--- config.mk ---
export PLATFORM = sky130hd
export DESIGN_NAME = rtc_time_value_registers
export DESIGN_NICKNAME = d
export VERILOG_FILES = /design/src/core/rtc_value_pkg.sv /design/src/core/rtc_time_value_registers.sv
export SDC_FILE = /design/constraint.sdc
export NUM_CORES = 1
export LEC_CHECK = 0
export BUFFER_PORTS_ARGS = -buffer_cell sky130_fd_sc_hd__buf_2
export CORE_MARGIN = 2
export CORE_UTILIZATION = 44
export CTS_CLUSTER_SIZE = 25
export DETAILED_ROUTE_END_ITERATION = 8
export GPL_TIMING_DRIVEN = 1
export HOLD_SLACK_MARGIN = 0.15
export PLACE_DENSITY = 0.78
export SLEW_MARGIN = 20
export SYNTH_ARGS = -nofsm -noshare
export SYNTH_HDL_FRONTEND = slang
export SYNTH_SLANG_ARGS = --single-unit
--- constraint.sdc ---
create_clock -name CLK -period 2.17 [get_ports CLK]
set_clock_uncertainty 0.2 [all_clocks]
set_input_delay 0 -clock CLK [delete_from_list [all_inputs] [get_ports CLK]]
set_output_delay 0 -clock CLK [all_outputs]
set_load 0.01 [all_outputs]
--- src/core/rtc_value_pkg.sv ---
// ==================================================
// Register map and field layout
package rtc_value_pkg;

  localparam logic [3:0]  DH_OFS_C     = 4'h0;
  localparam logic [3:0]  MS_OFS_C     = 4'h4;
  localparam logic [3:0]  UNLOCK_OFS_C = 4'h8;

  localparam int          DOW_LSB_C    = 8;
  localparam int          HRT_LSB_C    = 4;
  localparam int          HRU_LSB_C    = 0;
  localparam int          MNT_LSB_C    = 12;
  localparam int          MNU_LSB_C    = 8;
  localparam int          SCT_LSB_C    = 4;
  localparam int          SCU_LSB_C    = 0;

  localparam logic [15:0] DH_MASK_C     = 16'h073F;
  localparam logic [15:0] MS_MASK_C     = 16'h7F7F;
  localparam logic [3:0]  DOW_MAX_C     = 4'h6;
  localparam logic [3:0]  HRT_MAX_C     = 4'h2;
  localparam logic [3:0]  TEN6_MAX_C    = 4'h5;
  localparam logic [3:0]  UNIT_MAX_C    = 4'h9;
  localparam logic        UNLOCK_RST_C  = 1'b0;

  typedef struct packed {
    logic [2:0] dow;
    logic [1:0] hr_tens;
    logic [3:0] hr_units;
  } day_hours_t;

  typedef struct packed {
    logic [2:0] min_tens;
    logic [3:0] min_units;
    logic [2:0] sec_tens;
    logic [3:0] sec_units;
  } min_sec_t;

endpackage : rtc_value_pkg

--- src/core/rtc_time_value_registers.sv ---
`timescale 1ns/10ps
// Operation
// Weekday digit in bits 10..8, legal 0..6.
// Hour tens digit in bits 5..4, legal 0..2.
// Hour units digit in bits 3..0, legal 0..9.
// Minute tens digit in bits 14..12, legal 0..5.
// Minute units digit in bits 11..8, legal 0..9.
// Second tens digit in bits 6..4, legal 0..5.
// Second units digit in bits 3..0, legal 0..9.
// Weekday/hours write accepted only while unlock bit is one.
// Unused bits of both value registers read as zero.
// Locked weekday/hours write ignored; digits undefined until first written.
module rtc_time_value_registers
  import rtc_value_pkg::*;
(
  input  wire logic        CLK,
  input  wire logic        RSTN,
  input  wire logic        WB_CYC_I,
  input  wire logic        WB_STB_I,
  input  wire logic        WB_WE_I,
  input  wire logic [3:0]  WB_ADR_I,
  input  wire logic [3:0]  WB_SEL_I,
  input  wire logic [31:0] WB_DAT_I,
  output logic      [31:0] WB_DAT_O,
  output logic             WB_ACK_O,
  output logic             WB_ERR_O,
  output logic             UNLOCK_O
);

  // ==================================================
  // Bus decode
  logic        req;
  logic        hit_wh;
  logic        hit_ms;
  logic        hit_ul;
  logic        lo_en;
  logic        hi_en;
  logic        wr_wh;
  logic        wr_ms;
  logic        wr_ul;

  assign req    = WB_CYC_I & WB_STB_I & ~WB_ACK_O & ~WB_ERR_O;
  assign hit_wh = (WB_ADR_I == DH_OFS_C);
  assign hit_ms = (WB_ADR_I == MS_OFS_C);
  assign hit_ul = (WB_ADR_I == UNLOCK_OFS_C);
  assign lo_en  = WB_SEL_I[0];
  assign hi_en  = WB_SEL_I[1];
  assign wr_wh  = req & WB_WE_I & hit_wh & UNLOCK_O;
  assign wr_ms  = req & WB_WE_I & hit_ms;
  assign wr_ul  = req & WB_WE_I & hit_ul & lo_en;

  // ==================================================
  // Storage; digits have no reset since their power-up value is undefined
  day_hours_t  wh_r;
  day_hours_t  wh_nxt;
  min_sec_t    ms_r;
  min_sec_t    ms_nxt;
  logic        unlock_nxt;
  logic [31:0] dat_nxt;
  logic        ack_nxt;
  logic        err_nxt;

  always_comb begin
    wh_nxt     = wh_r;
    ms_nxt     = ms_r;
    if (wr_wh && hi_en) begin
      wh_nxt.dow = WB_DAT_I[DOW_LSB_C +: 3];
    end
    if (wr_wh && lo_en) begin
      wh_nxt.hr_tens  = WB_DAT_I[HRT_LSB_C +: 2];
      wh_nxt.hr_units = WB_DAT_I[HRU_LSB_C +: 4];
    end
    if (wr_ms && hi_en) begin
      ms_nxt.min_tens  = WB_DAT_I[MNT_LSB_C +: 3];
      ms_nxt.min_units = WB_DAT_I[MNU_LSB_C +: 4];
    end
    if (wr_ms && lo_en) begin
      ms_nxt.sec_tens  = WB_DAT_I[SCT_LSB_C +: 3];
      ms_nxt.sec_units = WB_DAT_I[SCU_LSB_C +: 4];
    end
  end

  always_ff @(posedge CLK) begin
    wh_r <= wh_nxt;
    ms_r <= ms_nxt;
  end

  // ==================================================
  // Write-unlock bit; resets to zero so weekday/hours starts locked
  always_comb begin
    unlock_nxt = UNLOCK_O;
    if (wr_ul) begin
      unlock_nxt = WB_DAT_I[0];
    end
  end

  always_ff @(posedge CLK or negedge RSTN) begin
    if (!RSTN) begin
      UNLOCK_O <= UNLOCK_RST_C;
    end else begin
      UNLOCK_O <= unlock_nxt;
    end
  end

  // ==================================================
  // Read mux and answer, one cycle after the request
  always_comb begin
    dat_nxt = 32'h0000_0000;
    ack_nxt = 1'b0;
    err_nxt = 1'b0;
    if (req) begin
      if (hit_wh) begin
        ack_nxt        = 1'b1;
        dat_nxt[15:0]  = 16'h0000;
        dat_nxt[DOW_LSB_C +: 3] = wh_r.dow;
        dat_nxt[HRT_LSB_C +: 2] = wh_r.hr_tens;
        dat_nxt[HRU_LSB_C +: 4] = wh_r.hr_units;
      end else if (hit_ms) begin
        ack_nxt = 1'b1;
        dat_nxt[MNT_LSB_C +: 3] = ms_r.min_tens;
        dat_nxt[MNU_LSB_C +: 4] = ms_r.min_units;
        dat_nxt[SCT_LSB_C +: 3] = ms_r.sec_tens;
        dat_nxt[SCU_LSB_C +: 4] = ms_r.sec_units;
      end else if (hit_ul) begin
        ack_nxt    = 1'b1;
        dat_nxt[0] = UNLOCK_O;
      end else begin
        err_nxt = 1'b1;
      end
    end
  end

  always_ff @(posedge CLK or negedge RSTN) begin
    if (!RSTN) begin
      WB_DAT_O <= 32'h0000_0000;
      WB_ACK_O <= 1'b0;
      WB_ERR_O <= 1'b0;
    end else begin
      WB_DAT_O <= dat_nxt;
      WB_ACK_O <= ack_nxt;
      WB_ERR_O <= err_nxt;
    end
  end

  // ==================================================
  // Checks
  property p_locked_hold;
    @(posedge CLK) disable iff (!RSTN)
      (req && WB_WE_I && hit_wh && !UNLOCK_O) |=> $stable(wh_r);
  endproperty
  a_locked_hold: assert property (p_locked_hold) else $error("locked write changed");

  property p_unlocked_write;
    @(posedge CLK) disable iff (!RSTN)
      (wr_wh && lo_en) |=> (wh_r.hr_units == $past(WB_DAT_I[3:0]));
  endproperty
  a_unlocked_write: assert property (p_unlocked_write) else $error("hour write lost");

  property p_dow_field;
    @(posedge CLK) disable iff (!RSTN)
      (req && hit_wh && !WB_WE_I) |=> (WB_DAT_O[10:8] == $past(wh_r.dow));
  endproperty
  a_dow_field: assert property (p_dow_field) else $error("weekday misplaced");

  property p_hrt_field;
    @(posedge CLK) disable iff (!RSTN)
      (req && hit_wh && !WB_WE_I) |=> (WB_DAT_O[5:4] == $past(wh_r.hr_tens));
  endproperty
  a_hrt_field: assert property (p_hrt_field) else $error("hour tens misplaced");

  property p_min_field;
    @(posedge CLK) disable iff (!RSTN)
      (req && hit_ms && !WB_WE_I) |=> (WB_DAT_O[14:8] == $past({ms_r.min_tens, ms_r.min_units}));
  endproperty
  a_min_field: assert property (p_min_field) else $error("minutes misplaced");

  property p_sec_field;
    @(posedge CLK) disable iff (!RSTN)
      (req && hit_ms && !WB_WE_I) |=> (WB_DAT_O[6:0] == $past({ms_r.sec_tens, ms_r.sec_units}));
  endproperty
  a_sec_field: assert property (p_sec_field) else $error("seconds misplaced");

  property p_sec_units;
    @(posedge CLK) disable iff (!RSTN)
      (wr_ms && lo_en) |=> (ms_r.sec_units == $past(WB_DAT_I[3:0]));
  endproperty
  a_sec_units: assert property (p_sec_units) else $error("second units lost");

  property p_min_units;
    @(posedge CLK) disable iff (!RSTN)
      (wr_ms && hi_en) |=> (ms_r.min_units == $past(WB_DAT_I[11:8]));
  endproperty
  a_min_units: assert property (p_min_units) else $error("minute units lost");

  property p_hru_field;
    @(posedge CLK) disable iff (!RSTN)
      (req && hit_wh && !WB_WE_I) |=> (WB_DAT_O[3:0] == $past(wh_r.hr_units));
  endproperty
  a_hru_field: assert property (p_hru_field) else $error("hour units misplaced");

  property p_zero_bits;
    @(posedge CLK) disable iff (!RSTN)
      (req && (hit_wh || hit_ms)) |=>
        ((WB_DAT_O[15:0] & ~($past(hit_wh) ? DH_MASK_C : MS_MASK_C)) == 16'h0000);
  endproperty
  a_zero_bits: assert property (p_zero_bits) else $error("unused bit set");

  property p_ack_one;
    @(posedge CLK) disable iff (!RSTN)
      WB_ACK_O |=> !WB_ACK_O;
  endproperty
  a_ack_one: assert property (p_ack_one) else $error("ack held");

  property p_err_one;
    @(posedge CLK) disable iff (!RSTN)
      WB_ERR_O |=> !WB_ERR_O;
  endproperty
  a_err_one: assert property (p_err_one) else $error("err held");

  property p_excl;
    @(posedge CLK) disable iff (!RSTN)
      !(WB_ACK_O && WB_ERR_O);
  endproperty
  a_excl: assert property (p_excl) else $error("ack and err together");

  property p_answer_next;
    @(posedge CLK) disable iff (!RSTN)
      req |=> (WB_ACK_O != WB_ERR_O);
  endproperty
  a_answer_next: assert property (p_answer_next) else $error("request not answered");

  property p_quiet;
    @(posedge CLK) disable iff (!RSTN)
      !(WB_CYC_I && WB_STB_I) |=> (!WB_ACK_O && !WB_ERR_O);
  endproperty
  a_quiet: assert property (p_quiet) else $error("answer without request");

  property p_dat_idle;
    @(posedge CLK) disable iff (!RSTN)
      !WB_ACK_O |-> (WB_DAT_O == 32'h0000_0000);
  endproperty
  a_dat_idle: assert property (p_dat_idle) else $error("data without ack");

  property p_upper_zero;
    @(posedge CLK) disable iff (!RSTN)
      WB_DAT_O[31:16] == 16'h0000;
  endproperty
  a_upper_zero: assert property (p_upper_zero) else $error("upper half set");

  property p_unlock_write;
    @(posedge CLK) disable iff (!RSTN)
      wr_ul |=> (UNLOCK_O == $past(WB_DAT_I[0]));
  endproperty
  a_unlock_write: assert property (p_unlock_write) else $error("unlock write lost");

  property p_unlock_hold;
    @(posedge CLK) disable iff (!RSTN)
      !wr_ul |=> $stable(UNLOCK_O);
  endproperty
  a_unlock_hold: assert property (p_unlock_hold) else $error("unlock changed");

  property p_unlock_read;
    @(posedge CLK) disable iff (!RSTN)
      (req && hit_ul && !WB_WE_I) |=> (WB_DAT_O == {31'h0000_0000, $past(UNLOCK_O)});
  endproperty
  a_unlock_read: assert property (p_unlock_read) else $error("unlock read wrong");

  property p_dow_write;
    @(posedge CLK) disable iff (!RSTN)
      (wr_wh && hi_en) |=> (wh_r.dow == $past(WB_DAT_I[10:8]));
  endproperty
  a_dow_write: assert property (p_dow_write) else $error("weekday write lost");

  property p_hrt_write;
    @(posedge CLK) disable iff (!RSTN)
      (wr_wh && lo_en) |=> (wh_r.hr_tens == $past(WB_DAT_I[5:4]));
  endproperty
  a_hrt_write: assert property (p_hrt_write) else $error("hour tens write lost");

  property p_min_tens_write;
    @(posedge CLK) disable iff (!RSTN)
      (wr_ms && hi_en) |=> (ms_r.min_tens == $past(WB_DAT_I[14:12]));
  endproperty
  a_min_tens_write: assert property (p_min_tens_write) else $error("minute tens lost");

  property p_sec_tens_write;
    @(posedge CLK) disable iff (!RSTN)
      (wr_ms && lo_en) |=> (ms_r.sec_tens == $past(WB_DAT_I[6:4]));
  endproperty
  a_sec_tens_write: assert property (p_sec_tens_write) else $error("second tens lost");

  property p_wh_lane_hold;
    @(posedge CLK) disable iff (!RSTN)
      (wr_wh && !hi_en) |=> $stable(wh_r.dow);
  endproperty
  a_wh_lane_hold: assert property (p_wh_lane_hold) else $error("weekday hit by low lane");

  property p_ms_lane_hold;
    @(posedge CLK) disable iff (!RSTN)
      (wr_ms && !lo_en) |=> $stable({ms_r.sec_tens, ms_r.sec_units});
  endproperty
  a_ms_lane_hold: assert property (p_ms_lane_hold) else $error("seconds hit by high lane");

  // Unmapped access must leave every stored digit and the unlock bit alone
  property p_err_no_write;
    @(posedge CLK) disable iff (!RSTN)
      (req && !hit_wh && !hit_ms && !hit_ul) |=>
        ($stable(wh_r) && $stable(ms_r) && $stable(UNLOCK_O));
  endproperty
  a_err_no_write: assert property (p_err_no_write) else $error("unmapped access wrote");

  c_locked:   cover property (@(posedge CLK) disable iff (!RSTN)
                req && WB_WE_I && hit_wh && !UNLOCK_O);
  c_unlocked: cover property (@(posedge CLK) disable iff (!RSTN) wr_wh);
  c_ms_read:  cover property (@(posedge CLK) disable iff (!RSTN) req && hit_ms && !WB_WE_I);
  c_err:      cover property (@(posedge CLK) disable iff (!RSTN) WB_ERR_O);
  c_lane:     cover property (@(posedge CLK) disable iff (!RSTN) wr_ms && !hi_en);

endmodule : rtc_time_value_registers

==> impl_metrics.env <==
export IMPL_status="completed"
export IMPL_die_area_um2=4060
export IMPL_final_setup_viol_count=0
export IMPL_antenna_found_initial=0
export IMPL_yosys_warnings=0
export IMPL_drv_slew=0
export IMPL_regToRegSetupSlack_ps=180
export IMPL_worst_endpoint_arrival_ps=2200
export IMPL_via_per_inst=4.77
export IMPL_start_util=0.463
export IMPL_grt_pass1_wl_um=5550
export IMPL_wl_per_cell_um=15.0
export IMPL_fill_cells=246
export IMPL_portBuffers=41
export IMPL_critPathLaunch="WB_ADR_I[2]"
export IMPL_switchingPower_mw=0.310
export IMPL_setup_worst_path_start_class="input pin"
export IMPL_num_vias=1112
export IMPL_critPathMaxFanout=6
export IMPL_max_cap_violations=0
export IMPL_fmax_ghz=0.475
export IMPL_yosysSeqAreaShare=0.711
export IMPL_h_tree_depth=2
export IMPL_finalCritPeriodShare=0.970
export IMPL_crit_type="input pin to register"
export IMPL_cts_sinks=40
export IMPL_synth_area_leaders="edfxtp_1 44%, dfrtp_1 27%, buf_4 8.6%"
export IMPL_power_frac_seq=0.618
export IMPL_area_growth_syn_to_layout_pct=37.6
export IMPL_synthCells=104
export IMPL_cts_made_buffers=5
export IMPL_dp_cells=191
export IMPL_p_int_mw=1.01
export IMPL_drc_errors=0
export IMPL_cts_setup_buffers=0
export IMPL_drive_above_1_share=0.283
export IMPL_n_antenna_cell=0
export IMPL_cts_tree="done"
export IMPL_vdd_drop_max_uv=458
export IMPL_drt_pass1_iter_count=4
export IMPL_ys_ff_latch=40
export IMPL_grt_usage=0.192
export IMPL_nNetsFinal=231
export IMPL_ff2ff_path_depth=4
export IMPL_setup_tns_ps=0
export IMPL_switching_share=0.236
export IMPL_die_x_um=63.7
export IMPL_final_cell_mix="41 x buf_2, 34 x dlygate4sd3_1, 23 x edfxtp_1"
export IMPL_synth_top_area_cell="edfxtp_1"
export IMPL_cts_root_buf="clkbuf_4"
export IMPL_insertion_delay_ps=360
export IMPL_clockBufferDepth=2
export IMPL_gp_congestion=0.829
export IMPL_fin_cells=233
export IMPL_clkTransAtPathRegs_ps=120
export IMPL_initialDrtViolationCount=45
export IMPL_overflow=0
export IMPL_cp_data_required_time_ps=2260
export IMPL_clkPwrFrac=0.276
export IMPL_ant_nets=0
export IMPL_power_mw=1.32
export IMPL_rows=21
export IMPL_grt_max_degree=18
export IMPL_cp_end_kind="register"
export IMPL_r2r_end="wh_r[3]"
export IMPL_setup_worst_path_end="WB_ACK_O"
export IMPL_relSlewSlack=0.509
export IMPL_io_pin_count=80
export IMPL_pwr_density_cell_nw_per_um2=609
export IMPL_combPwrFrac=0.105
export IMPL_place_hpwl_um=1880
export IMPL_max_slew_worst_pin_slew_ps=734
export IMPL_worstReg2RegStart="WB_ACK_O"
export IMPL_avgSynthCellArea_um2=15.1
export IMPL_syn_area_um2=1570
export IMPL_drt_wl_total_um=3510
export IMPL_finalHoldViolCount=0
export IMPL_synth_top_area_frac=0.440
export IMPL_rsz0062_at_grt="no"
export IMPL_hp_class="input pin to register"
export IMPL_grt_pass1_vias=1153
export IMPL_core_area_um2=3390
export IMPL_die_h_um=63.7
export IMPL_final_common_cell="buf_2"
export IMPL_period_needed_ps=2110
export IMPL_p_leak_nw=0.984
export IMPL_synth_distinct_cells=25
==> critical path: stages <==
cell and delay, ps:
dlygate4sd3_1 550, buf_2 170, a211oi_1 230, dlygate4sd3_1 580, and2_1 120, dlygate4sd3_1 540
==> per-stage QoR <==
step / setup slack, ps / instance area [um^2] / util / hold slack (ps)
after floorplan: 377 / 1630 / - / -496
after global placement: 247 / 1770 / 0.523 / -261
after detailed placement: 251 / 1770 / 0.523 / -255
after CTS: 115 / 2140 / 0.632 / 151
after global routing: 31.7 / 2160 / 0.638 / 166
final: 64.8 / 2160 / 0.638 / 163
==> Yosys cell counts <==
cell type and number:
mux2_2 1, clkbuf_1 1, nor4b_1 1, a211oi_1 1, nor4bb_1 1, nor4b_2 1, nor4_4 1, and3_1 6
a22oi_1 8, nor2_1 9, buf_4 18, nor2b_1 1, conb_1 1, buf_6 1, o22ai_1 1, nand4bb_1 1
nand4_1 1, inv_1 1, edfxtp_1 23, clkbuf_2 1, dfrtp_1 17, and4_1 3, nand2b_1 1, and2_1 3
nor3_1 1
==> area by class of cell <==
class | count | area (um^2) | area share
Inverter | 1 | 3.75 | 0.00174
Multi-Input combinational cell | 59 | 359 | 0.166
Tap cell | 46 | 57.6 | 0.0266
Sequential cell | 40 | 1120 | 0.517
Clock buffer | 7 | 45.0 | 0.0208
Clock inverter | 1 | 3.75 | 0.00174
Timing Repair Buffer | 79 | 576 | 0.266
==> power groups by stage <==
stage	clock (mW)	combinational, mW	sequential [mW]
2_1_floorplan	0	0.0584	0.832
3_3_place_gp	0	0.0834	0.829
3_5_place_dp	0	0.0864	0.830
4_1_cts	0.357	0.129	0.813
5_1_grt	0.408	0.150	0.814
6_report	0.364	0.139	0.813
==> layer usage <==
layer / wire length [um] / GRT usage / part of all wire
met5: 0 / 0 / 0
met4: 113 / 0.125 / 0.032
met1: 1370 / 0.221 / 0.39
met2: 1840 / 0.330 / 0.52
met3: 183 / 0.0317 / 0.052
==> worst min path at each step <==
stage                        endpoint  slack, ps         start  cells after the start
after floorplan              UNLOCK_O       -500          RSTN                      0
after global placement    WB_DAT_O[6]       -260          RSTN                      1
after detailed placement  WB_DAT_O[6]       -260          RSTN                      1
after CTS                    ms_r[13]        150  WB_DAT_I[14]                      2
after global routing          ms_r[4]        170   WB_DAT_I[4]                      2
final                         ms_r[4]        160   WB_DAT_I[4]                      2
==> repair_timing <==
| action | 4_1_cts | 5_1_grt |
|---|---|---|
| hold buffers | 32 | 2 |
| resized for setup | 0 | 0 |
| setup endpoints to repair | 0 | 0 |
| endpoints found under the hold margin | 80 | 3 |
==> cells by family after synthesis <==
logic type / Yosys count / share of synthesized area
muxes: 1 / 0.00717
AOI/OAI and AO/OA: 10 / 0.0470
DFF: 40 / 0.711
buffers and inverters: 22 / 0.101
other: 1 / 0.00239
and+or+nand+nor: 30 / 0.131
==> state kept, by name (all words and copies together) (netlist names) <==
register  flops
WB_DAT_O     14
ms_r         14
wh_r          9
UNLOCK_O      1
WB_ACK_O      1
WB_ERR_O      1
Note: power is estimated with default switching activity, not from simulation.
